**config.mk**
```make
export PLATFORM = sky130hd
export DESIGN_NAME = bal_alu
export DESIGN_NICKNAME = d
export VERILOG_FILES = /design/src/shared/bal_pkg.sv /design/src/rtl/bal_alu.sv /design/src/rtl/bal_div.sv
export VERILOG_INCLUDE_DIRS = /design/src /design/src/shared
export SDC_FILE = /design/constraint.sdc
export NUM_CORES = 1
export LEC_CHECK = 0
export BUFFER_PORTS_ARGS = -buffer_cell sky130_fd_sc_hd__buf_2
export CAP_MARGIN = 0
export CORE_MARGIN = 2
export CORE_UTILIZATION = 45
export CTS_CLUSTER_DIAMETER = 30
export DETAILED_ROUTE_END_ITERATION = 6
export GPL_ROUTABILITY_DRIVEN = 0
export PLACE_DENSITY = 0.62
export SYNTH_ARGS = -nofsm -noshare
export SYNTH_HDL_FRONTEND = slang
export SYNTH_SLANG_ARGS = --single-unit
```
**constraint.sdc**
```tcl
create_clock -name ref_clk -period 13.7 [get_ports ref_clk]
set_clock_uncertainty 0.05 [all_clocks]
set_input_delay 0.685 -clock ref_clk [delete_from_list [all_inputs] [get_ports ref_clk]]
set_output_delay 0.685 -clock ref_clk [all_outputs]
set_load 0.01 [all_outputs]
```
**src/shared/bal_regs.svh**
```systemverilog
// flag positions, reset values and fixed counts of the byte alu datapath
`ifndef BAL_REGS_SVH
`define BAL_REGS_SVH

// ----------------------------------------------------------------------
// condition flag positions
// ----------------------------------------------------------------------
`define BAL_FLAG_C 0
`define BAL_FLAG_V 1
`define BAL_FLAG_Z 2
`define BAL_FLAG_N 3
`define BAL_FLAG_H 5

// ----------------------------------------------------------------------
// reset values
// ----------------------------------------------------------------------
`define BAL_FLAGS_RESET  8'h00
`define BAL_RESULT_RESET 16'h0000

// ----------------------------------------------------------------------
// decimal adjust constants
// ----------------------------------------------------------------------
`define BAL_BCD_LOW_FIX   8'h06
`define BAL_BCD_HIGH_FIX  8'h60
`define BAL_BCD_BYTE_MAX  8'h99
`define BAL_BCD_DIGIT_MAX 4'h9

// ----------------------------------------------------------------------
// divider step count
// ----------------------------------------------------------------------
`define BAL_DIV_STEPS 5'h10

`endif

```
**src/shared/bal_pkg.sv**
```systemverilog
// types shared by the byte alu datapath
package bal_pkg;

    // ------------------------------------------------------------------
    // operation select
    // ------------------------------------------------------------------
    typedef enum logic [4:0] {
        bal_decimal_adjust_after_add  = 5'h00,
        bal_decimal_adjust_after_sub  = 5'h01,
        bal_unsigned_multiply_op      = 5'h02,
        bal_unsigned_divide_op        = 5'h03,
        bal_compare_op                = 5'h04,
        bal_negate_op                 = 5'h05,
        bal_and_op                    = 5'h06,
        bal_or_op                     = 5'h07,
        bal_xor_op                    = 5'h08,
        bal_not_op                    = 5'h09,
        bal_arith_shift_left_op       = 5'h0a,
        bal_arith_shift_right_op      = 5'h0b,
        bal_logic_shift_left_op       = 5'h0c,
        bal_logic_shift_right_op      = 5'h0d,
        bal_rotate_left_op            = 5'h0e,
        bal_rotate_right_op           = 5'h0f,
        bal_rotate_left_via_carry_op  = 5'h10,
        bal_rotate_right_via_carry_op = 5'h11
    } bal_op_t;

    // ------------------------------------------------------------------
    // sequencer states
    // ------------------------------------------------------------------
    typedef enum logic [1:0] {
        bal_st_idle   = 2'b01,
        bal_st_divide = 2'b10
    } bal_state_t;

endpackage : bal_pkg

```
**src/rtl/bal_alu.sv**
```systemverilog
// arithmetic, logic and shift datapath with condition flag register
`include "bal_regs.svh"

// Overview of operation
// - decimal adjust byte result using held flags
// - unsigned 8x8 multiply, full 16-bit product
// - unsigned 16/8 divide, quotient and remainder
// - compare updates flags only, destination unchanged
// - word compare only register to register
// - negate byte as zero minus register
// - byte and with register or immediate
// - byte or with register or immediate
// - byte xor with register or immediate
// - byte one's complement of destination
// - arithmetic shift one bit, right keeps sign
// - logical shift one bit, zero fill
// - plain rotate one bit, end wraps around
// - rotate through carry as nine-bit ring
module bal_alu (
    input  wire logic             ref_clk,
    input  wire logic             sys_rst,
    input  wire logic             op_valid,
    input  wire bal_pkg::bal_op_t op_sel,
    input  wire logic             op_word,
    input  wire logic             use_imm,
    input  wire logic [15:0]      dst_value,
    input  wire logic [15:0]      source_register,
    input  wire logic [7:0]       immediate_operand,
    input  wire logic             flags_load,
    input  wire logic [7:0]       flags_load_value,
    output logic                  busy,
    output logic                  result_valid,
    output logic                  result_write,
    output logic                  result_word,
    output logic [15:0]           result_value,
    output logic [7:0]            condition_flags_reg
);

    // ------------------------------------------------------------------
    // flag helpers
    // ------------------------------------------------------------------
    function automatic logic [7:0] nzvc_flags(
        input logic [7:0] f,
        input logic [7:0] v,
        input logic       vbit,
        input logic       cbit
    );
        logic [7:0] r;
        r = f;
        r[`BAL_FLAG_N] = v[7];
        r[`BAL_FLAG_Z] = (v == 8'h00);
        r[`BAL_FLAG_V] = vbit;
        r[`BAL_FLAG_C] = cbit;
        return r;
    endfunction : nzvc_flags

    // subtract a - b, byte or word, full flag set
    function automatic logic [7:0] sub_flags(
        input logic [7:0]  f,
        input logic [15:0] a,
        input logic [15:0] b,
        input logic        word
    );
        logic [16:0] d;
        logic [7:0]  r;
        d = {1'b0, a} - {1'b0, b};
        r = f;
        if (word) begin
            r[`BAL_FLAG_C] = d[16];
            r[`BAL_FLAG_N] = d[15];
            r[`BAL_FLAG_Z] = (d[15:0] == 16'h0000);
            r[`BAL_FLAG_V] = (a[15] ^ b[15]) & (a[15] ^ d[15]);
            r[`BAL_FLAG_H] = (a[11:0] < b[11:0]);
        end else begin
            r[`BAL_FLAG_C] = (a[7:0] < b[7:0]);
            r[`BAL_FLAG_N] = d[7];
            r[`BAL_FLAG_Z] = (d[7:0] == 8'h00);
            r[`BAL_FLAG_V] = (a[7] ^ b[7]) & (a[7] ^ d[7]);
            r[`BAL_FLAG_H] = (a[3:0] < b[3:0]);
        end
        return r;
    endfunction : sub_flags

    // ------------------------------------------------------------------
    // operand selection
    // ------------------------------------------------------------------
    bal_pkg::bal_state_t state;
    bal_pkg::bal_state_t next_state;
    logic [7:0]          divisor_hold;

    wire        take     = op_valid && (state == bal_pkg::bal_st_idle);
    wire [7:0]  dst_b    = dst_value[7:0];
    wire [7:0]  opnd_b   = use_imm ? immediate_operand : source_register[7:0];
    wire        flag_c   = condition_flags_reg[`BAL_FLAG_C];
    wire        flag_h   = condition_flags_reg[`BAL_FLAG_H];
    wire        flag_v   = condition_flags_reg[`BAL_FLAG_V];

    // word compare never takes the immediate path
    wire        cmp_word = op_word;
    wire [15:0] cmp_rhs  = cmp_word ? source_register
                                    : {8'h00, opnd_b};
    wire [15:0] cmp_lhs  = cmp_word ? dst_value : {8'h00, dst_b};

    // ------------------------------------------------------------------
    // decimal adjust
    // ------------------------------------------------------------------
    wire        bcd_hi_fix = flag_c || (dst_b > `BAL_BCD_BYTE_MAX);
    wire        bcd_lo_fix = flag_h || (dst_b[3:0] > `BAL_BCD_DIGIT_MAX);
    wire [7:0]  add_adj    = (bcd_hi_fix ? `BAL_BCD_HIGH_FIX : 8'h00)
                           | (bcd_lo_fix ? `BAL_BCD_LOW_FIX : 8'h00);
    wire [7:0]  sub_adj    = (flag_c ? `BAL_BCD_HIGH_FIX : 8'h00)
                           | (flag_h ? `BAL_BCD_LOW_FIX : 8'h00);
    wire [7:0]  daa_res    = dst_b + add_adj;
    wire [7:0]  das_res    = dst_b - sub_adj;

    // ------------------------------------------------------------------
    // multiply, negate, logic
    // ------------------------------------------------------------------
    wire [15:0] mul_res  = {8'h00, dst_b} * {8'h00, source_register[7:0]};
    wire [7:0]  neg_res  = 8'h00 - dst_b;
    wire [7:0]  and_res  = dst_b & opnd_b;
    wire [7:0]  or_res   = dst_b | opnd_b;
    wire [7:0]  xor_res  = dst_b ^ opnd_b;
    wire [7:0]  not_res  = ~dst_b;

    // ------------------------------------------------------------------
    // shifts and rotates
    // ------------------------------------------------------------------
    wire [7:0]  shl_res  = {dst_b[6:0], 1'b0};
    wire [7:0]  sar_res  = {dst_b[7], dst_b[7:1]};
    wire [7:0]  shr_res  = {1'b0, dst_b[7:1]};
    wire [7:0]  rol_res  = {dst_b[6:0], dst_b[7]};
    wire [7:0]  ror_res  = {dst_b[0], dst_b[7:1]};
    wire [7:0]  rxl_res  = {dst_b[6:0], flag_c};
    wire [7:0]  rxr_res  = {flag_c, dst_b[7:1]};
    wire        out_left = dst_b[7];
    wire        out_rght = dst_b[0];
    wire        arith_shift_left_op_ovf = dst_b[7] ^ dst_b[6];

    // ------------------------------------------------------------------
    // divider
    // ------------------------------------------------------------------
    logic        div_start;
    logic        div_done;
    logic [15:0] div_quot;
    logic [7:0]  div_rem;

    bal_div u_div (
        .ref_clk   (ref_clk),
        .sys_rst   (sys_rst),
        .div_start (div_start),
        .dividend  (dst_value),
        .divisor   (source_register[7:0]),
        .div_done  (div_done),
        .quotient  (div_quot),
        .remainder (div_rem)
    );

    // ------------------------------------------------------------------
    // result and flag selection
    // ------------------------------------------------------------------
    logic [15:0] next_result;
    logic [7:0]  next_flags;
    logic        next_write;
    logic        next_word;
    logic        next_valid;

    always_comb begin
        next_result = result_value;
        next_flags  = condition_flags_reg;
        next_write  = 1'b0;
        next_word   = 1'b0;
        next_valid  = 1'b0;
        next_state  = state;
        div_start   = 1'b0;
        if (flags_load) begin
            next_flags = flags_load_value;
        end
        case (state)
            bal_pkg::bal_st_idle: begin
                if (take) begin
                    next_valid = 1'b1;
                    next_write = 1'b1;
                    case (op_sel)
                        bal_pkg::bal_decimal_adjust_after_add: begin
                            next_result = {8'h00, daa_res};
                            next_flags  = nzvc_flags(condition_flags_reg,
                                daa_res, flag_v, bcd_hi_fix);
                        end
                        bal_pkg::bal_decimal_adjust_after_sub: begin
                            next_result = {8'h00, das_res};
                            next_flags  = nzvc_flags(condition_flags_reg,
                                das_res, flag_v, flag_c);
                        end
                        bal_pkg::bal_unsigned_multiply_op: begin
                            next_result = mul_res;
                            next_word   = 1'b1;
                        end
                        bal_pkg::bal_unsigned_divide_op: begin
                            next_valid  = 1'b0;
                            next_write  = 1'b0;
                            div_start   = 1'b1;
                            next_state  = bal_pkg::bal_st_divide;
                        end
                        bal_pkg::bal_compare_op: begin
                            next_write  = 1'b0;
                            next_word   = cmp_word;
                            next_flags  = sub_flags(condition_flags_reg,
                                cmp_lhs, cmp_rhs, cmp_word);
                        end
                        bal_pkg::bal_negate_op: begin
                            next_result = {8'h00, neg_res};
                            next_flags  = sub_flags(condition_flags_reg,
                                16'h0000, {8'h00, dst_b}, 1'b0);
                        end
                        bal_pkg::bal_and_op: begin
                            next_result = {8'h00, and_res};
                            next_flags  = nzvc_flags(condition_flags_reg,
                                and_res, 1'b0, flag_c);
                        end
                        bal_pkg::bal_or_op: begin
                            next_result = {8'h00, or_res};
                            next_flags  = nzvc_flags(condition_flags_reg,
                                or_res, 1'b0, flag_c);
                        end
                        bal_pkg::bal_xor_op: begin
                            next_result = {8'h00, xor_res};
                            next_flags  = nzvc_flags(condition_flags_reg,
                                xor_res, 1'b0, flag_c);
                        end
                        bal_pkg::bal_not_op: begin
                            next_result = {8'h00, not_res};
                            next_flags  = nzvc_flags(condition_flags_reg,
                                not_res, 1'b0, flag_c);
                        end
                        bal_pkg::bal_arith_shift_left_op: begin
                            next_result = {8'h00, shl_res};
                            next_flags  = nzvc_flags(condition_flags_reg,
                                shl_res, arith_shift_left_op_ovf, out_left);
                        end
                        bal_pkg::bal_arith_shift_right_op: begin
                            next_result = {8'h00, sar_res};
                            next_flags  = nzvc_flags(condition_flags_reg,
                                sar_res, 1'b0, out_rght);
                        end
                        bal_pkg::bal_logic_shift_left_op: begin
                            next_result = {8'h00, shl_res};
                            next_flags  = nzvc_flags(condition_flags_reg,
                                shl_res, 1'b0, out_left);
                        end
                        bal_pkg::bal_logic_shift_right_op: begin
                            next_result = {8'h00, shr_res};
                            next_flags  = nzvc_flags(condition_flags_reg,
                                shr_res, 1'b0, out_rght);
                        end
                        bal_pkg::bal_rotate_left_op: begin
                            next_result = {8'h00, rol_res};
                            next_flags  = nzvc_flags(condition_flags_reg,
                                rol_res, 1'b0, out_left);
                        end
                        bal_pkg::bal_rotate_right_op: begin
                            next_result = {8'h00, ror_res};
                            next_flags  = nzvc_flags(condition_flags_reg,
                                ror_res, 1'b0, out_rght);
                        end
                        bal_pkg::bal_rotate_left_via_carry_op: begin
                            next_result = {8'h00, rxl_res};
                            next_flags  = nzvc_flags(condition_flags_reg,
                                rxl_res, 1'b0, out_left);
                        end
                        bal_pkg::bal_rotate_right_via_carry_op: begin
                            next_result = {8'h00, rxr_res};
                            next_flags  = nzvc_flags(condition_flags_reg,
                                rxr_res, 1'b0, out_rght);
                        end
                        default: begin
                            next_valid = 1'b0;
                            next_write = 1'b0;
                        end
                    endcase
                end
            end
            bal_pkg::bal_st_divide: begin
                if (div_done) begin
                    next_result = {div_rem, div_quot[7:0]};
                    next_word   = 1'b1;
                    next_write  = 1'b1;
                    next_valid  = 1'b1;
                    next_flags[`BAL_FLAG_N] = divisor_hold[7];
                    next_flags[`BAL_FLAG_Z] = (divisor_hold == 8'h00);
                    next_state  = bal_pkg::bal_st_idle;
                end
            end
            default: begin
                next_state = bal_pkg::bal_st_idle;
            end
        endcase
    end

    // ------------------------------------------------------------------
    // registers
    // ------------------------------------------------------------------
    always_ff @(posedge ref_clk) begin
        if (sys_rst) begin
            state               <= bal_pkg::bal_st_idle;
            busy                <= 1'b0;
            result_valid        <= 1'b0;
            result_write        <= 1'b0;
            result_word         <= 1'b0;
            result_value        <= `BAL_RESULT_RESET;
            condition_flags_reg <= `BAL_FLAGS_RESET;
            divisor_hold        <= 8'h00;
        end else begin
            state               <= next_state;
            busy                <= (next_state == bal_pkg::bal_st_divide);
            result_valid        <= next_valid;
            result_write        <= next_write;
            result_word         <= next_word;
            result_value        <= next_result;
            condition_flags_reg <= next_flags;
            if (div_start) begin
                divisor_hold <= source_register[7:0];
            end
        end
    end

endmodule : bal_alu

```
**src/rtl/bal_div.sv**
```systemverilog
// restoring 16 by 8 unsigned divider, one quotient bit per clock
`include "bal_regs.svh"

module bal_div (
    input  wire logic        ref_clk,
    input  wire logic        sys_rst,
    input  wire logic        div_start,
    input  wire logic [15:0] dividend,
    input  wire logic [7:0]  divisor,
    output logic             div_done,
    output logic [15:0]      quotient,
    output logic [7:0]       remainder
);

    logic [7:0] div_by;
    logic [4:0] steps_left;
    logic       running;

    // ------------------------------------------------------------------
    // one restoring step
    // ------------------------------------------------------------------
    wire  [8:0] partial    = {remainder, quotient[15]};
    wire        fits       = partial >= {1'b0, div_by};
    wire  [8:0] trial      = partial - {1'b0, div_by};
    wire  [7:0] next_rem   = fits ? trial[7:0] : partial[7:0];

    always_ff @(posedge ref_clk) begin
        if (sys_rst) begin
            div_by     <= 8'h00;
            steps_left <= 5'h00;
            running    <= 1'b0;
            div_done   <= 1'b0;
            quotient   <= 16'h0000;
            remainder  <= 8'h00;
        end else begin
            div_done <= 1'b0;
            if (div_start && !running) begin
                div_by     <= divisor;
                quotient   <= dividend;
                remainder  <= 8'h00;
                steps_left <= `BAL_DIV_STEPS;
                running    <= 1'b1;
            end else if (running) begin
                quotient   <= {quotient[14:0], fits};
                remainder  <= next_rem;
                steps_left <= steps_left - 5'h01;
                if (steps_left == 5'h01) begin
                    running  <= 1'b0;
                    div_done <= 1'b1;
                end
            end
        end
    end

endmodule : bal_div

```
==> results.yml, run 1 <==
placement:
  port_buffers: 86
  dp.cells: 1456
  post-dp-hpwl_mm: 20.88
setup_path:
  worstSetupPathType: "input pin to flip-flop"
  worstPathMaxFanout: 27
  ff2ff_setup_slack_ns: 10.69
  reg2reg_depth: 12
  worstPathRequired_ns: 13.84
  crit_path_end_kind: "flip-flop"
  critPathMostFrequentCell: "fa_1"
  r2r_start: "condition_flags_reg[5]"
  worstPathCellList: "buf_2 > nand2_1 > fa_1 > fa_1 > fa_1 > fa_1 > inv_1 > ha_1 > clkinv_1 > o21bai_1 > a21oi_1 > o31ai_1 > a2111oi_0 > a41o_1 > a221oi_1 > a211oi_1"
  arrival_ns: 5.52
  critPathSlowestCell: "fa_1"
  r2r-end: "result_value[7]"
  start_kind: "input pin"
  worst_path_largest_cell_delay_ns: 0.57
synthesis:
  syn-num-nets: 1366
  ys_seq_area_frac: 0.1740
  post_synth_instance_area_um2: 8857
  syn_inst: 1168
  synth_seq_cells: 77
  synth_ff_type: "dfxtp_1"
  synth_edf_count: 0
  syn_area_per_cell_um2: 7.583
  synth.distinct_cells: 89
  ys_warn_count: 0
  async_flop_share: 0
clocking:
  cts_inserted_buffers: 9
  cts_resized: 0
  path_clk_slew_ns: 0.06
  clockBufferDepth: 2
  htreeDepth: 3
  cts_tree: "yes"
  insertion_delay_ns: 0.34
  cts_setup_buffers: 0
  cts.sinks: 77
  root_buffer: "clkbuf_16"
  postCtsHoldBufs: 0
timing:
  fin_crit_sh: 0.3926
  whs_ns: 0.3982
  fmax_mhz: 185.9
  worst_slew_pin_slew_ns: 0.9848
  relSlewSlack: 0.3435
  tns_ns: 0
  finalHoldViolations: 0
  setup_viol: 0
  finalCriticalPeriod_ns: 5.379
  rsz0062_at_grt: "false"
  slew_viol_final: 0
routing:
  drt-initial-drc-count: 647
  wire_per_inst_um: 18.49
  num_vias: 8478
  ant_nets: 0
  drt_wl_total_mm: 27.21
  drcViolationCount: 0
  viasPerCell: 5.760
  first_pass_iters: 6
worst_hold_path:
  hold_class: "flip-flop to flip-flop"
  hold_end: "condition_flags_reg[6]"
  whs_path_depth: 2
  min_from: "condition_flags_reg[6]"
floorplan:
  start_util: 0.4566
  die-area_um2: 20820
  die_w_um: 144.3
  rows: 51
  die_h_um: 144.3
  num_io_pins: 87
  coreArea_um2: 19400
global_routing:
  grt_usage: 0.2672
  grt_pass1_wl_mm: 43.52
  grt_max_degree: 63
  antenna_found_initial: 1
  grt_overflow_total: 0
  first_global_vias: 7943
flow_run:
  maxCapViolCount: 0
power:
  p_per_area_nw_per_um2: 97.79
  ir_drop_v: 0.00006511
  p_leak_uw: 0.004138
finish:
  drive_gt1_frac: 0.1243
  layout_common_cells: "170 x nand2_1, 112 x a21oi_1, 100 x ha_1"
  diodes: 0
  final_common_cell: "nand2_1"
  syn_to_final_growth_pct: 9.337
  fin_cells: 1472
  final_nets: 1400
  largestRegisters: "result_value: 16 flops, u_div.quotient: 16 flops"
status:
  status: "finished, final reports clean"
-- where the power goes --
group	leakage (µW)	switching, µW	internal (µW)	total (µW)
clock network	0.000140	100	129	229
logic	0.00337	289	182	471
registers	0.000625	9.49	237	247
total	0.00414	399	548	947
-- logic make-up (layout without fill, tap and decap cells) --
family	count (synthesis)	after routing	synth area share
compound gates	290	290	0.2142
mux	32	32	0.03842
xor+xnor	44	44	0.04351
flops	77	77	0.1740
fa+ha+maj	139	139	0.2294
buf+inv	174	213	0.07515
simple gates	412	412	0.2253
-- critical path, delay by kind of cell --
family                     cells  cell delay (ns)
and+or+nand+nor                1             0.15
adders and majority gates      5             2.29
AOI/OAI and AO/OA              7             1.77
buffers and inverters          3             0.61
-- layout make-up --
type | count | area (µm²)
Clock buffer | 10 | 239.0
Clock inverter | 6 | 43.79
Tap cell | 265 | 331.6
Inverter | 105 | 394.1
Sequential cell | 77 | 1543
Timing Repair Buffer | 92 | 475.5
Multi-Input combinational cell | 917 | 6658
Fill cell | 1987 | 9714
-- how the worst max path moves through the flow --
stage,from,to,slack (ns),cells after the start
detailed placement,dst_value[2],result_value[15],8.06,16
global placement,dst_value[2],result_value[15],8.19,16
finish,dst_value[2],result_value[15],8.32,16
CTS,dst_value[2],result_value[15],8.40,16
floorplan,dst_value[4],result_value[15],8.34,16
global route,dst_value[2],result_value[15],8.01,16
-- synthesized netlist by cell type, types with 9 or more instances --
cell | instances | area, µm²
a211oi_1 | 12 | 90.09
a21o_1 | 13 | 97.59
a21oi_1 | 112 | 560.5
a221oi_1 | 15 | 131.4
a31oi_1 | 9 | 56.30
and2_1 | 41 | 256.5
clkbuf_1 | 64 | 240.2
dfxtp_1 | 77 | 1541
fa_1 | 39 | 780.8
ha_1 | 100 | 1251
inv_1 | 99 | 371.6
mux2_2 | 13 | 146.4
mux2i_1 | 16 | 160.2
nand2_1 | 170 | 638.1
nand2b_1 | 13 | 81.33
nand3_1 | 19 | 95.09
nor2_1 | 74 | 277.8
nor3_1 | 18 | 90.09
nor4_1 | 17 | 106.4
o21ai_0 | 28 | 140.1
o21ai_1 | 18 | 90.09
o31ai_1 | 9 | 67.56
xnor2_1 | 28 | 245.2
xor2_1 | 16 | 140.1
-- per-layer routing --
metal | share of wire | vias to the layer above | track usage
met3 | 0.062 | 70 | 0.03742
met1 | 0.45 | 3975 | 0.3759
met5 | 0.00026 | - | 0
met4 | 0.035 | 2 | 0.08840
met2 | 0.45 | 314 | 0.4213
li1 | - | 4117 | -
-- metrics by stage --
step	total power [µW]	utilization	cell area, µm²	setup slack [ns]
after floorplan	586.2	-	8857	8.336
after global placement	713.5	0.4846	9402	8.190
after detailed placement	718.3	0.4846	9402	8.056
after CTS	949.9	0.4992	9684	8.396
after global routing	1021	0.4992	9684	8.007
final	947.0	0.4992	9684	8.321
Power figures use the tool's default switching activity.
==> inputs of run 2 (changes only) <==
Settings changed: ABC_AREA set to 1.
Clock period 13.7 ns to 5.38 ns, I/O delays scaled along.
==> run 2 against run 1 <==
Compared with the run above:
- total power grew to 2.5 times the previous value
- highest routed layer is now met4
- hold slack got worse by 0.20 ns
- register-to-register slack got worse by 8.5 ns
- clock power rose to 2.8 times the previous value
- routed wire length up 9.4%
- sequential power increased by 150%
- combinational power grew 140%
- non-clock buffer count increased by 3
==> results.yml, run 2 <==
status:
  status: "finished, final reports clean"
clocking:
  clockBufferDepth: 2
  path_clk_slew_ns: 0.07
  root_buffer: "clkbuf_16"
  cts_inserted_buffers: 9
  cts_resized: 0
  cts.sinks: 77
  htreeDepth: 3
  cts_setup_buffers: 0
  postCtsHoldBufs: 0
  insertion_delay_ns: 0.35
  cts_tree: "yes"
routing:
  wire_per_inst_um: 16.56
  drt-initial-drc-count: 758
  first_pass_iters: 5
  viasPerCell: 5.307
  drcViolationCount: 0
  ant_nets: 0
  num_vias: 9542
  drt_wl_total_mm: 29.78
synthesis:
  yosysMostFrequentCell: "nand2_1"
  syn_area_per_cell_um2: 6.275
  synth_area_leaders: "dfxtp_1 17%, nand2_1 16%, ha_1 14%"
  post_synth_instance_area_um2: 9193
  ys_warn_count: 0
  yosys-top-cells-count: "404 x nand2_1, 264 x inv_1, 110 x nor2_1"
  yosysTopAreaCell: "dfxtp_1"
  synth_ff_type: "dfxtp_1"
  ys_seq_area_frac: 0.1677
  synth_edf_count: 0
  syn-num-nets: 1663
  synth.distinct_cells: 49
  yosysTopAreaCellShare: 0.1677
  syn_inst: 1465
  async_flop_share: 0
  synth_seq_cells: 77
power:
  ir_drop_v: 0.0001293
  p_leak_uw: 0.005517
  p_total_uw: 2371
  p_per_area_nw_per_um2: 234.0
worst_hold_path:
  min_from: "dst_value[13]"
  hold_class: "input pin to flip-flop"
  whs_path_depth: 5
  hold_end: "u_div.quotient[13]"
timing:
  rsz0062_at_grt: "false"
  timing.final.ws_setup_ns: 1.281
  fin_crit_sh: 0.7618
  tns_ns: 0
  relSlewSlack: 0.4358
  finalCriticalPeriod_ns: 4.099
  worst_slew_pin_slew_ns: 0.8432
  slew_viol_final: 0
  setup_viol: 0
  fmax_mhz: 244.0
  finalHoldViolations: 0
finish:
  largestRegisters: "result_value: 16 flops, u_div.quotient: 16 flops"
  final_common_cell: "nand2_1"
  final_nets: 1721
  fin_cells: 1798
  diodes: 0
  n_fill_cell: 2182
  fin_util: 0.5022
  drive_gt1_frac: 0.09228
  layout_common_cells: "404 x nand2_1, 264 x inv_1, 110 x nor2_1"
  syn_to_final_growth_pct: 10.19
floorplan:
  start_util: 0.4558
  rows: 52
  num_io_pins: 87
  coreArea_um2: 20170
  die_w_um: 146.9
  die-area_um2: 21590
  die_h_um: 146.9
global_routing:
  grt_usage: 0.2782
  grt_pass1_wl_mm: 47.73
  antenna_found_initial: 0
  use_met1: 0.3742
  use_met3: 0.04565
  top_usage_layer: "met2"
  grt_util_met2: 0.4526
  grt_overflow_total: 0
  grt_max_degree: 36
  first_global_vias: 9147
placement:
  port_buffers: 86
  post-place-ws_ns: 0.9094
  dp.cells: 1782
  post-dp-hpwl_mm: 23.67
setup_path:
  worstPathMaxFanout: 14
  r2r_start: "state[1]"
  start_kind: "input pin"
  ff2ff_setup_slack_ns: 2.23
  worstSetupPathType: "input pin to flip-flop"
  crit_path_end_kind: "flip-flop"
  worstPathRequired_ns: 5.56
  arrival_ns: 4.28
  reg2reg_depth: 11
  r2r-end: "u_div.quotient[15]"
flow_run:
  maxCapViolCount: 0
-- run 2: changes by cell type after synthesis, sizes merged, moves of 28 or more --
cell    previous run  this run
nand3             20        61
nand2            170       408
inv              103       269
clkbuf            64        31
and2              42         4
nor2              75       118
o21ai             47        75
-- run 2: final cells by class --
| class | instances | area (µm²) | share of cell area |
|---|---|---|---|
| multi-input cells | 1068 | 6426 | 0.6344 |
| flip-flops and latches | 77 | 1541 | 0.1522 |
| inverters | 272 | 1021 | 0.1008 |
| repair buffers | 95 | 498.0 | 0.04916 |
| well taps | 270 | 337.8 | 0.03335 |
| clock buffers | 9 | 225.2 | 0.02223 |
| clock inverters | 7 | 80.08 | 0.007905 |
-- run 2: cells by family after synthesis --
family          synth area share
fa+ha+maj                 0.2210
flops                     0.1677
simple gates              0.2949
xor+xnor                 0.02954
buf+inv                   0.1333
compound gates            0.1524
mux                     0.001089
-- run 2: metal layers --
metal	vias to the layer above	wire length, µm
li1	4773	-
met1	4347	12990
met2	352	13580
met3	70	2147
met4	0	1052
met5	-	0
-- run 2: report_power, final --
part | internal [µW] | switching, µW
combinational | 399 | 712
sequential | 596 | 16.6
clock | 367 | 280
-- run 2: metrics by stage --
step	area (µm²)	hold WS, ns
floorplan	9193	0.3778
global placement	9824	0.4014
detailed placement	9824	0.4027
CTS	10130	0.1807
global route	10130	0.2097
finish	10130	0.1947
-- run 2: worst max path at each step --
stage / slack (ns) / endpoint / from / cells past startpoint
after floorplan: 1.0 / result_value[13] / dst_value[3] / 18
after global placement: 1.00 / result_value[12] / dst_value[0] / 16
after detailed placement: 0.91 / result_value[12] / dst_value[0] / 16
after CTS: 1.28 / result_value[12] / dst_value[0] / 16
after global routing: 0.92 / result_value[14] / dst_value[2] / 18
final: 1.28 / result_value[12] / dst_value[1] / 16
-- run 2: critical path: stages --
cell     delay (ns)
buf_2          0.31
nand2_1        0.14
fa_1           0.51
fa_1           0.54
inv_1          0.05
fa_1           0.54
inv_1          0.06
fa_1           0.52
inv_1          0.04
ha_1           0.35
a21oi_1        0.12
o21ai_0        0.27
a21oi_1        0.12
or2_2          0.28
nand3_1        0.07
a21oi_1        0.06
